<file path="src/inc/cbr_defines.svh">
// command codes, reset values and bit positions of the chromaticity bank
`ifndef CBR_DEFINES_SVH
`define CBR_DEFINES_SVH

`define CBR_CMD_RED_X     8'h76
`define CBR_CMD_RED_Y     8'h77
`define CBR_CMD_GREEN_X   8'h78
`define CBR_CMD_GREEN_Y   8'h79
`define CBR_CMD_LOW_BITS  8'h7a
`define CBR_CMD_BLUE_X    8'h7b

`define CBR_BLANK_VALUE   8'h00
`define CBR_BIT_LAST      3'h7
`define CBR_SYNC_STAGES   2

`endif

</file>
<file path="src/inc/cbr_pkg.sv">
// types shared by the chromaticity readback bank
package cbr_pkg;

  // serial command engine states
  typedef enum logic [1:0] {
    CBR_ST_CMD,
    CBR_ST_SEND,
    CBR_ST_SKIP
  } cbr_state_type;

  // coordinate bits as delivered by the one-time programmed store
  typedef struct packed {
    logic [7:0] red_x_hi;
    logic [7:0] red_y_hi;
    logic [7:0] green_x_hi;
    logic [7:0] green_y_hi;
    logic [7:0] blue_x_hi;
    logic [1:0] blue_x_lo;
    logic [1:0] blue_y_lo;
    logic [1:0] acolour_x_lo;
    logic [1:0] acolour_y_lo;
  } cbr_fuse_type;

endpackage

</file>
<file path="src/core/cbr_sync.sv">
// two-flop synchroniser for asynchronous pin inputs
`timescale 1ns/1ps
module cbr_sync #(
  parameter int         WIDTH   = 1,
  parameter logic [0:0] RST_VAL = 1'b0
) (
  // clock and reset
  input  wire logic             sys_clk,
  input  wire logic             rst_b,
  // asynchronous level in, synchronised level out
  input  wire logic [WIDTH-1:0] async_in,
  output logic      [WIDTH-1:0] sync_out
);

  logic [WIDTH-1:0] meta_reg;
  logic [WIDTH-1:0] meta_next;
  logic [WIDTH-1:0] sync_reg;
  logic [WIDTH-1:0] sync_next;

  // first stage is read by the second stage only
  always_comb begin
    meta_next = async_in;
    sync_next = meta_reg;
  end

  always_ff @(posedge sys_clk or negedge rst_b) begin
    if (!rst_b) begin
      meta_reg <= {WIDTH{RST_VAL}};
      sync_reg <= {WIDTH{RST_VAL}};
    end else begin
      meta_reg <= meta_next;
      sync_reg <= sync_next;
    end
  end

  assign sync_out = sync_reg;

endmodule

</file>
<file path="src/core/cbr_readback_regs.sv">
// serial read-only chromaticity register bank with command decoder
`timescale 1ns/1ps
`include "cbr_defines.svh"
module cbr_readback_regs
  import cbr_pkg::*;
(
  // clock and reset
  input  wire logic   sys_clk,
  input  wire logic   rst_b,
  // serial command pins
  input  wire logic   spi_csx_b,
  input  wire logic   spi_scl,
  input  wire logic   spi_sdi,
  output logic        spi_sdo,
  output logic        spi_sdo_oe_b,
  // one-time programmed store, same clock domain
  input  wire logic   fuse_burnt,
  input  cbr_fuse_type fuse_data
);

  logic          csx_s;
  logic          scl_s;
  logic          sdi_s;
  logic          scl_rise;
  logic          scl_fall;
  logic          load;
  logic [7:0]    cmd_full;
  logic          rd_hit;
  logic [7:0]    rd_byte;

  cbr_state_type state_reg;
  cbr_state_type state_next;
  logic [2:0]    bit_cnt_reg;
  logic [2:0]    bit_cnt_next;
  logic [7:0]    cmd_reg;
  logic [7:0]    cmd_next;
  logic [7:0]    tx_reg;
  logic [7:0]    tx_next;
  logic          sdo_reg;
  logic          sdo_next;
  logic          oe_b_reg;
  logic          oe_b_next;
  logic          scl_d_reg;
  logic          scl_d_next;
  cbr_fuse_type  shadow_reg;
  cbr_fuse_type  shadow_next;

  // pins pass two flops before any logic; select idles high
  cbr_sync #(
    .WIDTH   (1),
    .RST_VAL (1'b1)
  ) u_sync_csx (
    .sys_clk  (sys_clk),
    .rst_b    (rst_b),
    .async_in (spi_csx_b),
    .sync_out (csx_s)
  );

  cbr_sync #(
    .WIDTH   (2),
    .RST_VAL (1'b0)
  ) u_sync_data (
    .sys_clk  (sys_clk),
    .rst_b    (rst_b),
    .async_in ({spi_scl, spi_sdi}),
    .sync_out ({scl_s, sdi_s})
  );

  // serial clock edges seen on the synchronised level
  assign scl_rise = scl_s & ~scl_d_reg;
  assign scl_fall = ~scl_s & scl_d_reg;
  assign cmd_full = {cmd_reg[6:0], sdi_s};
  assign load     = (state_reg == CBR_ST_CMD) & ~csx_s & scl_rise &
                    (bit_cnt_reg == `CBR_BIT_LAST);

  // command decode; no power-state term gates it
  always_comb begin
    rd_hit  = 1'b1;
    rd_byte = `CBR_BLANK_VALUE;
    case (cmd_full)
      `CBR_CMD_RED_X:    rd_byte = shadow_reg.red_x_hi;
      `CBR_CMD_RED_Y:    rd_byte = shadow_reg.red_y_hi;
      `CBR_CMD_GREEN_X:  rd_byte = shadow_reg.green_x_hi;
      `CBR_CMD_GREEN_Y:  rd_byte = shadow_reg.green_y_hi;
      `CBR_CMD_LOW_BITS: rd_byte = {shadow_reg.blue_x_lo,
                                    shadow_reg.blue_y_lo,
                                    shadow_reg.acolour_x_lo,
                                    shadow_reg.acolour_y_lo};
      `CBR_CMD_BLUE_X:   rd_byte = shadow_reg.blue_x_hi;
      default:           rd_hit  = 1'b0;
    endcase
  end

  // shadow follows the store: blank until burnt, never host-written
  always_comb begin
    shadow_next = fuse_burnt ? fuse_data : '0;
  end

  // command byte in on rising edges, answer byte out on falling edges
  always_comb begin
    state_next   = state_reg;
    bit_cnt_next = bit_cnt_reg;
    cmd_next     = cmd_reg;
    tx_next      = tx_reg;
    sdo_next     = sdo_reg;
    oe_b_next    = oe_b_reg;
    scl_d_next   = scl_s;
    if (csx_s) begin
      // deselect aborts any frame and frees the line
      state_next   = CBR_ST_CMD;
      bit_cnt_next = 3'h0;
      oe_b_next    = 1'b1;
    end else begin
      case (state_reg)
        CBR_ST_CMD: begin
          if (scl_rise) begin
            cmd_next     = cmd_full;
            bit_cnt_next = bit_cnt_reg + 3'h1;
            if (bit_cnt_reg == `CBR_BIT_LAST) begin
              bit_cnt_next = 3'h0;
              if (rd_hit) begin
                state_next = CBR_ST_SEND;
                tx_next    = rd_byte;
              end else begin
                // foreign codes belong to other blocks; stay silent
                state_next = CBR_ST_SKIP;
              end
            end
          end
        end
        CBR_ST_SEND: begin
          if (scl_fall) begin
            sdo_next  = tx_reg[7];
            tx_next   = {tx_reg[6:0], 1'b0};
            oe_b_next = 1'b0;
          end
          if (scl_rise) begin
            bit_cnt_next = bit_cnt_reg + 3'h1;
            if (bit_cnt_reg == `CBR_BIT_LAST) begin
              // exactly one parameter byte, then go quiet
              state_next = CBR_ST_SKIP;
            end
          end
        end
        CBR_ST_SKIP: begin
          // hold last bit until the falling edge after its sample
          if (scl_fall) begin
            oe_b_next = 1'b1;
          end
        end
        default: begin
          state_next = CBR_ST_CMD;
        end
      endcase
    end
  end

  always_ff @(posedge sys_clk or negedge rst_b) begin
    if (!rst_b) begin
      state_reg   <= CBR_ST_CMD;
      bit_cnt_reg <= 3'h0;
      cmd_reg     <= 8'h00;
      tx_reg      <= 8'h00;
      sdo_reg     <= 1'b0;
      oe_b_reg    <= 1'b1;
      scl_d_reg   <= 1'b0;
      shadow_reg  <= '0;
    end else begin
      state_reg   <= state_next;
      bit_cnt_reg <= bit_cnt_next;
      cmd_reg     <= cmd_next;
      tx_reg      <= tx_next;
      sdo_reg     <= sdo_next;
      oe_b_reg    <= oe_b_next;
      scl_d_reg   <= scl_d_next;
      shadow_reg  <= shadow_next;
    end
  end

  assign spi_sdo      = sdo_reg;
  assign spi_sdo_oe_b = oe_b_reg;
endmodule

</file>
<file path="config.mk">
export PLATFORM = sky130hd
export DESIGN_NAME = cbr_readback_regs
export DESIGN_NICKNAME = d
export VERILOG_FILES = /design/src/inc/cbr_pkg.sv /design/src/core/cbr_sync.sv /design/src/core/cbr_readback_regs.sv
export VERILOG_INCLUDE_DIRS = /design/src /design/src/inc
export SDC_FILE = /design/constraint.sdc
export NUM_CORES = 1
export LEC_CHECK = 0
export BUFFER_PORTS_ARGS = -buffer_cell sky130_fd_sc_hd__buf_2
export CAP_MARGIN = 20
export CORE_ASPECT_RATIO = 0.8
export CORE_MARGIN = 3
export CORE_UTILIZATION = 29
export CTS_CLUSTER_DIAMETER = 200
export DETAILED_ROUTE_END_ITERATION = 16
export GPL_ROUTABILITY_DRIVEN = 0
export PLACE_DENSITY_LB_ADDON = 0.05
export SLEW_MARGIN = 5
export SYNTH_ARGS = -nofsm -noshare
export SYNTH_HDL_FRONTEND = slang
export SYNTH_SLANG_ARGS = --single-unit
export TNS_END_PERCENT = 5
</file>
<file path="constraint.sdc">
create_clock -name sys_clk -period 3.6 [get_ports sys_clk]
set_clock_uncertainty 0.1 [all_clocks]
set_input_delay 0.54 -clock sys_clk [delete_from_list [all_inputs] [get_ports sys_clk]]
set_output_delay 0.54 -clock sys_clk [all_outputs]
set_load 0.005 [all_outputs]
</file>
==> results of run 1 <==
path summary, 6_finish.rpt:
kind / from / to / slack (ns) / depth (start not counted)
worst min-delay path: spi_csx_b / u_sync_csx.meta_reg / 0.21 / 1
min in group asynchronous: rst_b / bit_cnt_reg[1] / 0.22 / 1
max in group asynchronous: rst_b / u_sync_data.sync_out[1] / 2.50 / 1
worst min register to register: u_sync_csx.meta_reg / u_sync_csx.sync_out / 0.26 / 0
worst max register to register: u_sync_data.sync_out[0] / tx_reg[4] / 1.29 / 4
worst max-delay path: u_sync_data.sync_out[0] / tx_reg[4] / 1.29 / 4
logic make-up (layout without fill, tap and decap cells):
kind of cell	after synthesis	in the layout	synth area share (%)
adders and majority gates	5	5	1.92
AOI/OAI and AO/OA	44	44	10.6
buffers and inverters	21	78	3.23
and+or+nand+nor	95	95	17.0
muxes	24	24	7.85
DFF	77	77	59.4
area by class of cell:
| class | instances | area share [%] |
|---|---|---|
| tap | 140 | 4.48 |
| sequential | 77 | 49.3 |
| timing repair buffer | 55 | 7.10 |
| inverter | 7 | 0.671 |
| clock inverter | 7 | 1.63 |
| clock buffer | 9 | 5.75 |
| multi-input combinational | 168 | 31.0 |
layer usage:
| layer | GRT usage [%] | routed length (um) |
|---|---|---|
| met2 | 16.2 | 2770 |
| met1 | 16.6 | 3580 |
| met4 | 5.05 | 102 |
| met3 | 3.39 | 292 |
| met5 | 0 | 0 |
cells in the final DEF, fill, tap and decap left out, drive strengths merged, types with 2 or more instances in the layout:
master / n
dfstp: 3
a21oi: 8
nand2b: 5
nand3: 3
mux2: 12
o22ai: 3
nand3b: 2
a22o: 6
nor3: 3
a311oi: 2
inv: 12
nor2: 12
dfrtp: 74
a22oi: 6
o21ai: 6
a31oi: 2
clkinv: 2
buf: 55
nor2b: 4
and2: 49
a221oi: 2
o221ai: 3
nand2: 11
mux2i: 12
clkbuf: 9
ha: 5
through the flow:
step | hold WS [ns] | setup slack [ns] | cells | total power, mW | utilization, %
floorplan | 0.144 | 1.83 | 266 | 1.14 | -
CTS | 0.195 | 1.27 | 463 | 2.11 | 37.0
finish | 0.212 | 1.29 | 463 | 2.07 | 37.0
global placement | 0.241 | 1.36 | 447 | 1.23 | 34.3
detailed placement | 0.247 | 1.29 | 447 | 1.23 | 34.3
global route | 0.199 | 1.15 | 463 | 2.19 | 37.0
power by group through the flow:
| stage | clock (mW) | sequential [mW] | combinational (mW) |
|---|---|---|---|
| final | 0.864 | 0.987 | 0.222 |
| after global routing | 0.940 | 1.00 | 0.252 |
| after CTS | 0.894 | 0.988 | 0.228 |
| after detailed placement | 0 | 1.00 | 0.228 |
| after global placement | 0 | 1.00 | 0.227 |
| after floorplan | 0 | 0.973 | 0.165 |
==> reports/metrics.yaml, run 1 <==
p_int_mw: 1.52
fillCellCount: 1098
netlist_instances: 266
cts_resized: 0
seqPwrFrac_pct: 47.6
hold_buffers: 0
slew-limit-headroom_pct: 35.3
syn_nets: 325
tightest_slew_ns: 0.970
drcViolationCount: 0
wl_per_cell_um: 14.6
hold_viol: 0
arrival_ns: 2.39
seqCellArea_sq_um: 1930
async_reset_ff_share_pct: 100
p_comb_share_pct: 10.7
vias_per_cell: 4.49
yosysWarnings: 0
h-tree-depth: 3
synth_commonest_cells: "74 x dfrtp_1, 49 x and2_1, 12 x mux2i_1, 11 x nand2_1, 11 x nor2_1"
synth_seq_cells: 77
path_buf_inv: 0
worst_ep_required_time_ns: 3.68
multi_input_area_sq_um: 1210
critPathMaxFanout: 24
antenna_found_initial: 0
drive_above_1_share_pct: 26.3
syn-cell-area_sq_um: 3250
syn_area_per_cell_sq_um: 12.2
p_sw_share_pct: 26.9
slew_viol_final: 0
p_sw_mw: 0.558
die_x_um: 124
finalCritPeriodShare_pct: 64.3
cts_made_buffers: 9
die_y_um: 101
fin_tns_setup_ns: 0
synth_top_cell_area_share_pct: 57.0
core_sq_um: 10600
power_density_nw_per_um2: 530
ys_types: 45
clock_tree.buffer_depth: 2
grt_first_pass_wirelength_mm: 11.4
startpoint_type: "flip-flop"
grt_overflow_total: 0
rsz0062_at_grt: "no"
clock-root-buffer: "clkbuf_16"
cp-end-kind: "flip-flop"
cts_sinks: 77
dr.pass1.iters: 4
synth_top_area_cell: "dfrtp_1"
max_freq_mhz: 432
ys.flop_type: "dfrtp_1"
pwr-share-clk_pct: 41.7
largest_reg_flops: 48
grt_max_degree: 78
drt_wl_total_mm: 6.75
slowest_delay_ns: 0.98
ir_drop_uv: 184
num_vias: 2077
status: "finished, final reports clean"
setup_viol: 0
yosysMostFrequentCell: "dfrtp_1"
cp_top_family: "flip-flops"
antenna_left: 0
cts.clk_slew.worst_paths_ns: 0.06
placed_area_sq_um: 3620
hold_class: "primary input to flip-flop"
grt_pass1_vias: 2220
synth_edf_count: 0
cp_slowest_cell: "dfrtp_1"
path_class: "flip-flop to flip-flop"
synth_area_leaders: "dfrtp_1 57%, and2_1 9.4%, mux2i_1 3.7%, dfstp_2 2.4%, mux2_1 2.4%"
worstPathCellList: "mux2_2 > a22o_1 > a311oi_1 > o221ai_1"
min_period_ns: 2.31
ios: 56
synth_seq_area_share_pct: 59.4
track_usage_pct: 11.6
die_area_sq_um: 12500
port_buffers: 55
final_nets: 377
clk_latency_ns: 0.33
syn2layout_area_growth_pct: 20.4
num_rows: 33
cts_tree: "yes"
diodes: 0
design_area_sq_um: 3910
start_util_pct: 30.8
drv_cap: 0
dp_hpwl_mm: 4.85
drtIter0Drc: 112
p_leak_nw: 1.82
post_cts_buffers: 0
Note: power is estimated with default switching activity, not from simulation.
==> run 2, diff against run 1 <==
--- a/config.mk
+++ b/config.mk
@@ -6,6 +6,7 @@
 export SDC_FILE = /design/constraint.sdc
 export NUM_CORES = 1
 export LEC_CHECK = 0
+export ABC_AREA = 1
 export BUFFER_PORTS_ARGS = -buffer_cell sky130_fd_sc_hd__buf_2
 export CAP_MARGIN = 20
 export CORE_ASPECT_RATIO = 0.8
==> constraint.sdc (replaced) <==
create_clock -name sys_clk -period 2.1 [get_ports sys_clk]
set_clock_uncertainty 0.1 [all_clocks]
set_input_delay 0.315 -clock sys_clk [delete_from_list [all_inputs] [get_ports sys_clk]]
set_output_delay 0.315 -clock sys_clk [all_outputs]
set_load 0.005 [all_outputs]
==> reports/metrics.yaml, run 2 <==
netlist_instances: 387
drcViolationCount: 0
p_comb_share_pct: 8.5
final_nets: 507
port_buffers: 55
cts.clk_slew.worst_paths_ns: 0.06
fin_tns_setup_ns: 0
grt_pass1_vias: 2579
p_leak_nw: 2.35
synth_edf_count: 0
num_rows: 34
slew_viol_final: 0
clk_latency_ns: 0.34
min_period_ns: 1.84
slowest_delay_ns: 0.39
p_int_mw: 2.65
synth_commonest_cells: "107 x nand2_1, 74 x dfrtp_1, 66 x inv_1, 52 x nand3_1, 15 x o21ai_0"
ios: 56
layout_common_cells: "107 x nand2_1, 74 x dfrtp_1, 66 x inv_1"
die_y_um: 102
critPathMaxFanout: 11
wl_per_cell_um: 12.4
ys_types: 25
hold_class: "primary input to flip-flop"
layout.cells.non_filler: 597
max_freq_mhz: 544
syn_nets: 446
critPathMostFrequentCell: "ha_1"
num_vias: 2531
antenna_found_initial: 0
fin_util_pct: 37.5
synth_seq_area_share_pct: 57.8
die_area_sq_um: 12900
synth_seq_cells: 77
path_buf_inv: 1
cts_tree: "yes"
grt_max_degree: 49
grt_overflow_total: 0
cp-end-kind: "flip-flop"
ir_drop_uv: 418
grt_first_pass_wirelength_mm: 12.7
drv_cap: 0
drtIter0Drc: 109
vias_per_cell: 4.24
timing.hold.ws_ns: 0.0647
drive_above_1_share_pct: 21.2
dp_hpwl_mm: 5.33
core_sq_um: 11100
slew-limit-headroom_pct: 60.4
largest_reg_flops: 48
async_reset_ff_share_pct: 100
yosysMostFrequentCell: "nand2_1"
status: "finished, final reports clean"
path_class: "flip-flop to flip-flop"
p_sw_share_pct: 24.4
cts_made_buffers: 9
setup_viol: 0
start_util_pct: 30.2
rsz0062_at_grt: "no"
synth_area_leaders: "dfrtp_1 55%, nand2_1 12%, nand3_1 7.8%, inv_1 7.4%, dfstp_2 2.4%"
clock-root-buffer: "clkbuf_16"
clock_tree.buffer_depth: 2
crit_start: "bit_cnt_reg[0]"
startpoint_type: "flip-flop"
ys.flop_type: "dfrtp_1"
die_x_um: 126
power.total_mw: 3.51
tightest_slew_ns: 0.594
worstPathCellList: "ha_1 > ha_1 > a21oi_1 > nor2_2 > nand2_2 > inv_2 > o21ai_0 > nand2_1"
drt_wl_total_mm: 7.40
cts_sinks: 77
worst_ep_required_time_ns: 2.22
p_sw_mw: 0.855
pwr-share-clk_pct: 45.1
diodes: 0
cp_slowest_cell: "dfrtp_1"
track_usage_pct: 12.8
antenna_left: 0
hp-start: "fuse_data[33]"
placed_cells: 577
seqPwrFrac_pct: 46.3
power_density_nw_per_um2: 845
cp_top_family: "compound AO/OA/AOI/OAI gates"
arrival_ns: 1.96
finalCritPeriodShare_pct: 87.6
syn_area_per_cell_sq_um: 8.64
r2r_start: "bit_cnt_reg[0]"
dr.pass1.iters: 4
h-tree-depth: 3
hold_viol: 0
final_common_cell: "nand2_1"
post_cts_buffers: 0
syn-cell-area_sq_um: 3340
synth_top_cell_area_share_pct: 55.4
synth_top_area_cell: "dfrtp_1"
syn2layout_area_growth_pct: 24.2
yosysWarnings: 0
==> run 2: per-stage QoR <==
| step | cell area (sq um) | setup WS [ns] |
|---|---|---|
| 6_report | 4150 | 0.261 |
| 5_1_grt | 4150 | 0.0467 |
| 4_1_cts | 4150 | 0.252 |
| 3_5_place_dp | 3800 | 0.269 |
| 3_3_place_gp | 3800 | 0.315 |
| 2_1_floorplan | 3340 | 0.343 |
==> run 2: worst reg2reg max path, cell delays in order, from the launching register on <==
cell and delay [ns]:
dfrtp_1 0.39, ha_1 0.20, ha_1 0.21, a21oi_1 0.31
nor2_2 0.06, nand2_2 0.12, inv_2 0.10, o21ai_0 0.17
nand2_1 0.07
==> run 2: metal layers <==
metal	part of all wire (%)	GRT usage [%]
met1	50	16.5
met2	45	20.2
met3	4.4	4.91
met4	1.2	3.71
met5	0	0
==> run 2: final cells by class <==
type	count	area, sq um
Clock buffer	10	239
Clock inverter	6	70.1
Fill cell	1148	6910
Inverter	69	259
Multi-Input combinational cell	228	1090
Sequential cell	77	1930
Tap cell	144	180
Timing Repair Buffer	63	385
==> run 2: path summary, 6_finish.rpt <==
| check | cells after the start | slack, ns | end |
|---|---|---|---|
| max | 8 | 0.26 | tx_reg[4] |
| max in group asynchronous | 3 | 0.90 | shadow_reg[44] |
| min in group asynchronous | 2 | 0.42 | shadow_reg[9] |
| max reg2reg | 8 | 0.26 | tx_reg[4] |
| min | 3 | 0.06 | shadow_reg[33] |
| min reg2reg | 0 | 0.26 | u_sync_csx.sync_out |
==> run 2: power groups by stage <==
stage / sequential [mW] / combinational [mW] / clock (mW)
final: 1.62 / 0.299 / 1.58
after global routing: 1.64 / 0.354 / 1.71
after CTS: 1.63 / 0.310 / 1.63
after detailed placement: 1.65 / 0.303 / 0
after global placement: 1.65 / 0.302 / 0
after floorplan: 1.64 / 0.168 / 0
==> run 2: cell families (layout without fill, tap and decap cells) <==
family	Yosys count	after routing	share of synthesized area, %
adder cells (fa/ha/maj)	5	5	1.87
buffers and inverters	82	148	9.73
AND/OR/NAND/NOR	187	187	24.4
AO/OA/AOI/OAI	34	34	5.58
flip-flops	77	77	57.8
multiplexers	2	2	0.674
==> run 2: repair_timing <==
item                                    in CTS  in global routing
gates resized for setup                      0                  0
endpoints found under the hold margin       43                  0
hold buffers                                 4                  0
endpoints found under the setup margin       0                  0
==> run 3, diff against run 2 <==
--- a/config.mk
+++ b/config.mk
@@ -7,13 +7,13 @@
 export NUM_CORES = 1
 export LEC_CHECK = 0
 export ABC_AREA = 1
-export BUFFER_PORTS_ARGS = -buffer_cell sky130_fd_sc_hd__buf_2
-export CAP_MARGIN = 20
+export CAP_MARGIN = 10
 export CORE_ASPECT_RATIO = 0.8
 export CORE_MARGIN = 3
 export CORE_UTILIZATION = 29
 export CTS_CLUSTER_DIAMETER = 200
 export DETAILED_ROUTE_END_ITERATION = 16
+export DONT_BUFFER_PORTS = 1
 export GPL_ROUTABILITY_DRIVEN = 0
 export PLACE_DENSITY_LB_ADDON = 0.05
 export SLEW_MARGIN = 5
==> reports/metrics.yaml, run 3 (synthesis results as in run 2) <==
status: "complete, but fails checks"
violations: "hold timing"
num_rows: 34
cts.clk_slew.worst_paths_ns: 0.06
track_usage_pct: 13.2
final_nets: 493
num_vias: 2505
ios: 56
slowest_delay_ns: 0.39
hold_viol: 77
wl_per_cell_um: 13.3
worstPathCellList: "ha_1 > ha_1 > a21oi_1 > nor2_2 > nand2_2 > inv_2 > o21ai_0 > nand2_1"
layout_common_cells: "107 x nand2_1, 74 x dfrtp_1, 66 x inv_1"
die_y_um: 102
core_sq_um: 11100
grt_max_degree: 78
drcViolationCount: 0
rsz0062_at_grt: "no"
cp_top_family: "compound AO/OA/AOI/OAI gates"
die_area_sq_um: 12900
hold_class: "primary input to async pin"
drt_wl_total_mm: 7.76
drtIter0Drc: 118
placed_area_sq_um: 3490
placed_cells: 521
setup_viol: 0
layout.cells.non_filler: 583
fin_tns_setup_ns: 0
startpoint_type: "flip-flop"
vias_per_cell: 4.30
largest_reg_flops: 48
ir_drop_uv: 363
slew_viol_final: 0
cts_made_buffers: 9
drive_above_1_share_pct: 8.88
drv_cap: 0
port_buffers: 0
grt_first_pass_wirelength_mm: 13.1
fillCellCount: 1142
clock-root-buffer: "clkbuf_16"
dp_hpwl_mm: 5.11
grt_overflow_total: 0
cp-end-kind: "flip-flop"
grt_pass1_vias: 2569
slew-limit-headroom_pct: 68.9
syn2layout_area_growth_pct: 28.3
cts_tree: "yes"
arrival_ns: 1.99
dr.pass1.iters: 4
final_common_cell: "nand2_1"
tightest_slew_ns: 0.466
timing.hold.ws_ns: -0.424
power_density_nw_per_um2: 839
antenna_found_initial: 0
cp_slowest_cell: "dfrtp_1"
clock_tree.buffer_depth: 2
critPathMostFrequentCell: "ha_1"
worst_ep_required_time_ns: 2.21
clk_latency_ns: 0.33
antenna_left: 0
cts_sinks: 77
p_leak_nw: 2.31
max_freq_mhz: 533
start_util_pct: 30.2
diodes: 0
h-tree-depth: 3
path_buf_inv: 1
path_class: "flip-flop to flip-flop"
finalCritPeriodShare_pct: 89.4
critPathMaxFanout: 11
min_period_ns: 1.88
die_x_um: 126
design_area_sq_um: 4290
-- run 3: changes by cell type in the layout (fill, tap and decap cells not counted), sizes merged --
cell,delta
inv,-1
clkbuf,+3
bufinv,+1
clkinvlp,-2
buf,-55
dlygate4sd3,+41
clkinv,-1
-- run 3: cell type report --
type | count | area, sq um | area share (%)
Sequential cell | 77 | 1930 | 45.0
Clock inverter | 3 | 67.6 | 1.58
Tap cell | 144 | 180 | 4.20
Multi-Input combinational cell | 228 | 1090 | 25.3
Inverter | 69 | 259 | 6.04
Timing Repair Buffer | 49 | 505 | 11.8
Clock buffer | 13 | 260 | 6.07
-- run 3: worst paths after layout --
check                                        start                 endpoint  slack, ns  cells after the start
min in group sys_clk                    fuse_burnt            shadow_reg[6]       0.01                      2
hold / removal                               rst_b  u_sync_data.meta_reg[0]      -0.42                      0
setup reg to reg                    bit_cnt_reg[0]                tx_reg[4]       0.22                      8
hold reg to reg            u_sync_data.meta_reg[1]  u_sync_data.sync_out[1]       0.25                      0
setup / recovery                    bit_cnt_reg[0]                tx_reg[4]       0.22                      8
max in group asynchronous                    rst_b      u_sync_csx.sync_out       2.13                      0
-- run 3: through the flow --
| stage | util [%] | power (mW) | hold slack, ns | setup WS, ns |
|---|---|---|---|---|
| 3_3_place_gp | 31.6 | 1.86 | -0.0783 | 0.298 |
| 4_1_cts | 38.7 | 3.65 | -0.437 | 0.251 |
| 3_5_place_dp | 31.6 | 1.86 | -0.0781 | 0.264 |
| 5_1_grt | 38.8 | 3.78 | -0.450 | 0.109 |
| 6_report | 38.8 | 3.60 | -0.424 | 0.223 |
| 2_1_floorplan | - | 1.81 | -0.0806 | 0.343 |
-- run 3: where the power goes --
group / total (mW) / switching [mW] / internal, mW
combinational: 0.281 / 0.156 / 0.125
sequential: 1.63 / 0.0475 / 1.58
clock: 1.69 / 0.581 / 1.11
total: 3.60 / 0.785 / 2.81
-- run 3: per-layer routing --
| metal | wire, um | track usage (%) | vias up |
|---|---|---|---|
| li1 | - | - | 1284 |
| met1 | 3810 | 17.6 | 1167 |
| met2 | 3550 | 21.0 | 45 |
| met3 | 318 | 4.18 | 9 |
| met4 | 87 | 3.71 | 0 |
| met5 | 0 | 0 | - |
-- run 3: what timing repair did --
action                                  CTS  global route
buffers inserted                          0             0
endpoints found under the setup margin    0             0
resized for setup                         0             0
hold endpoints to repair                121            78
hold buffers                             45             1
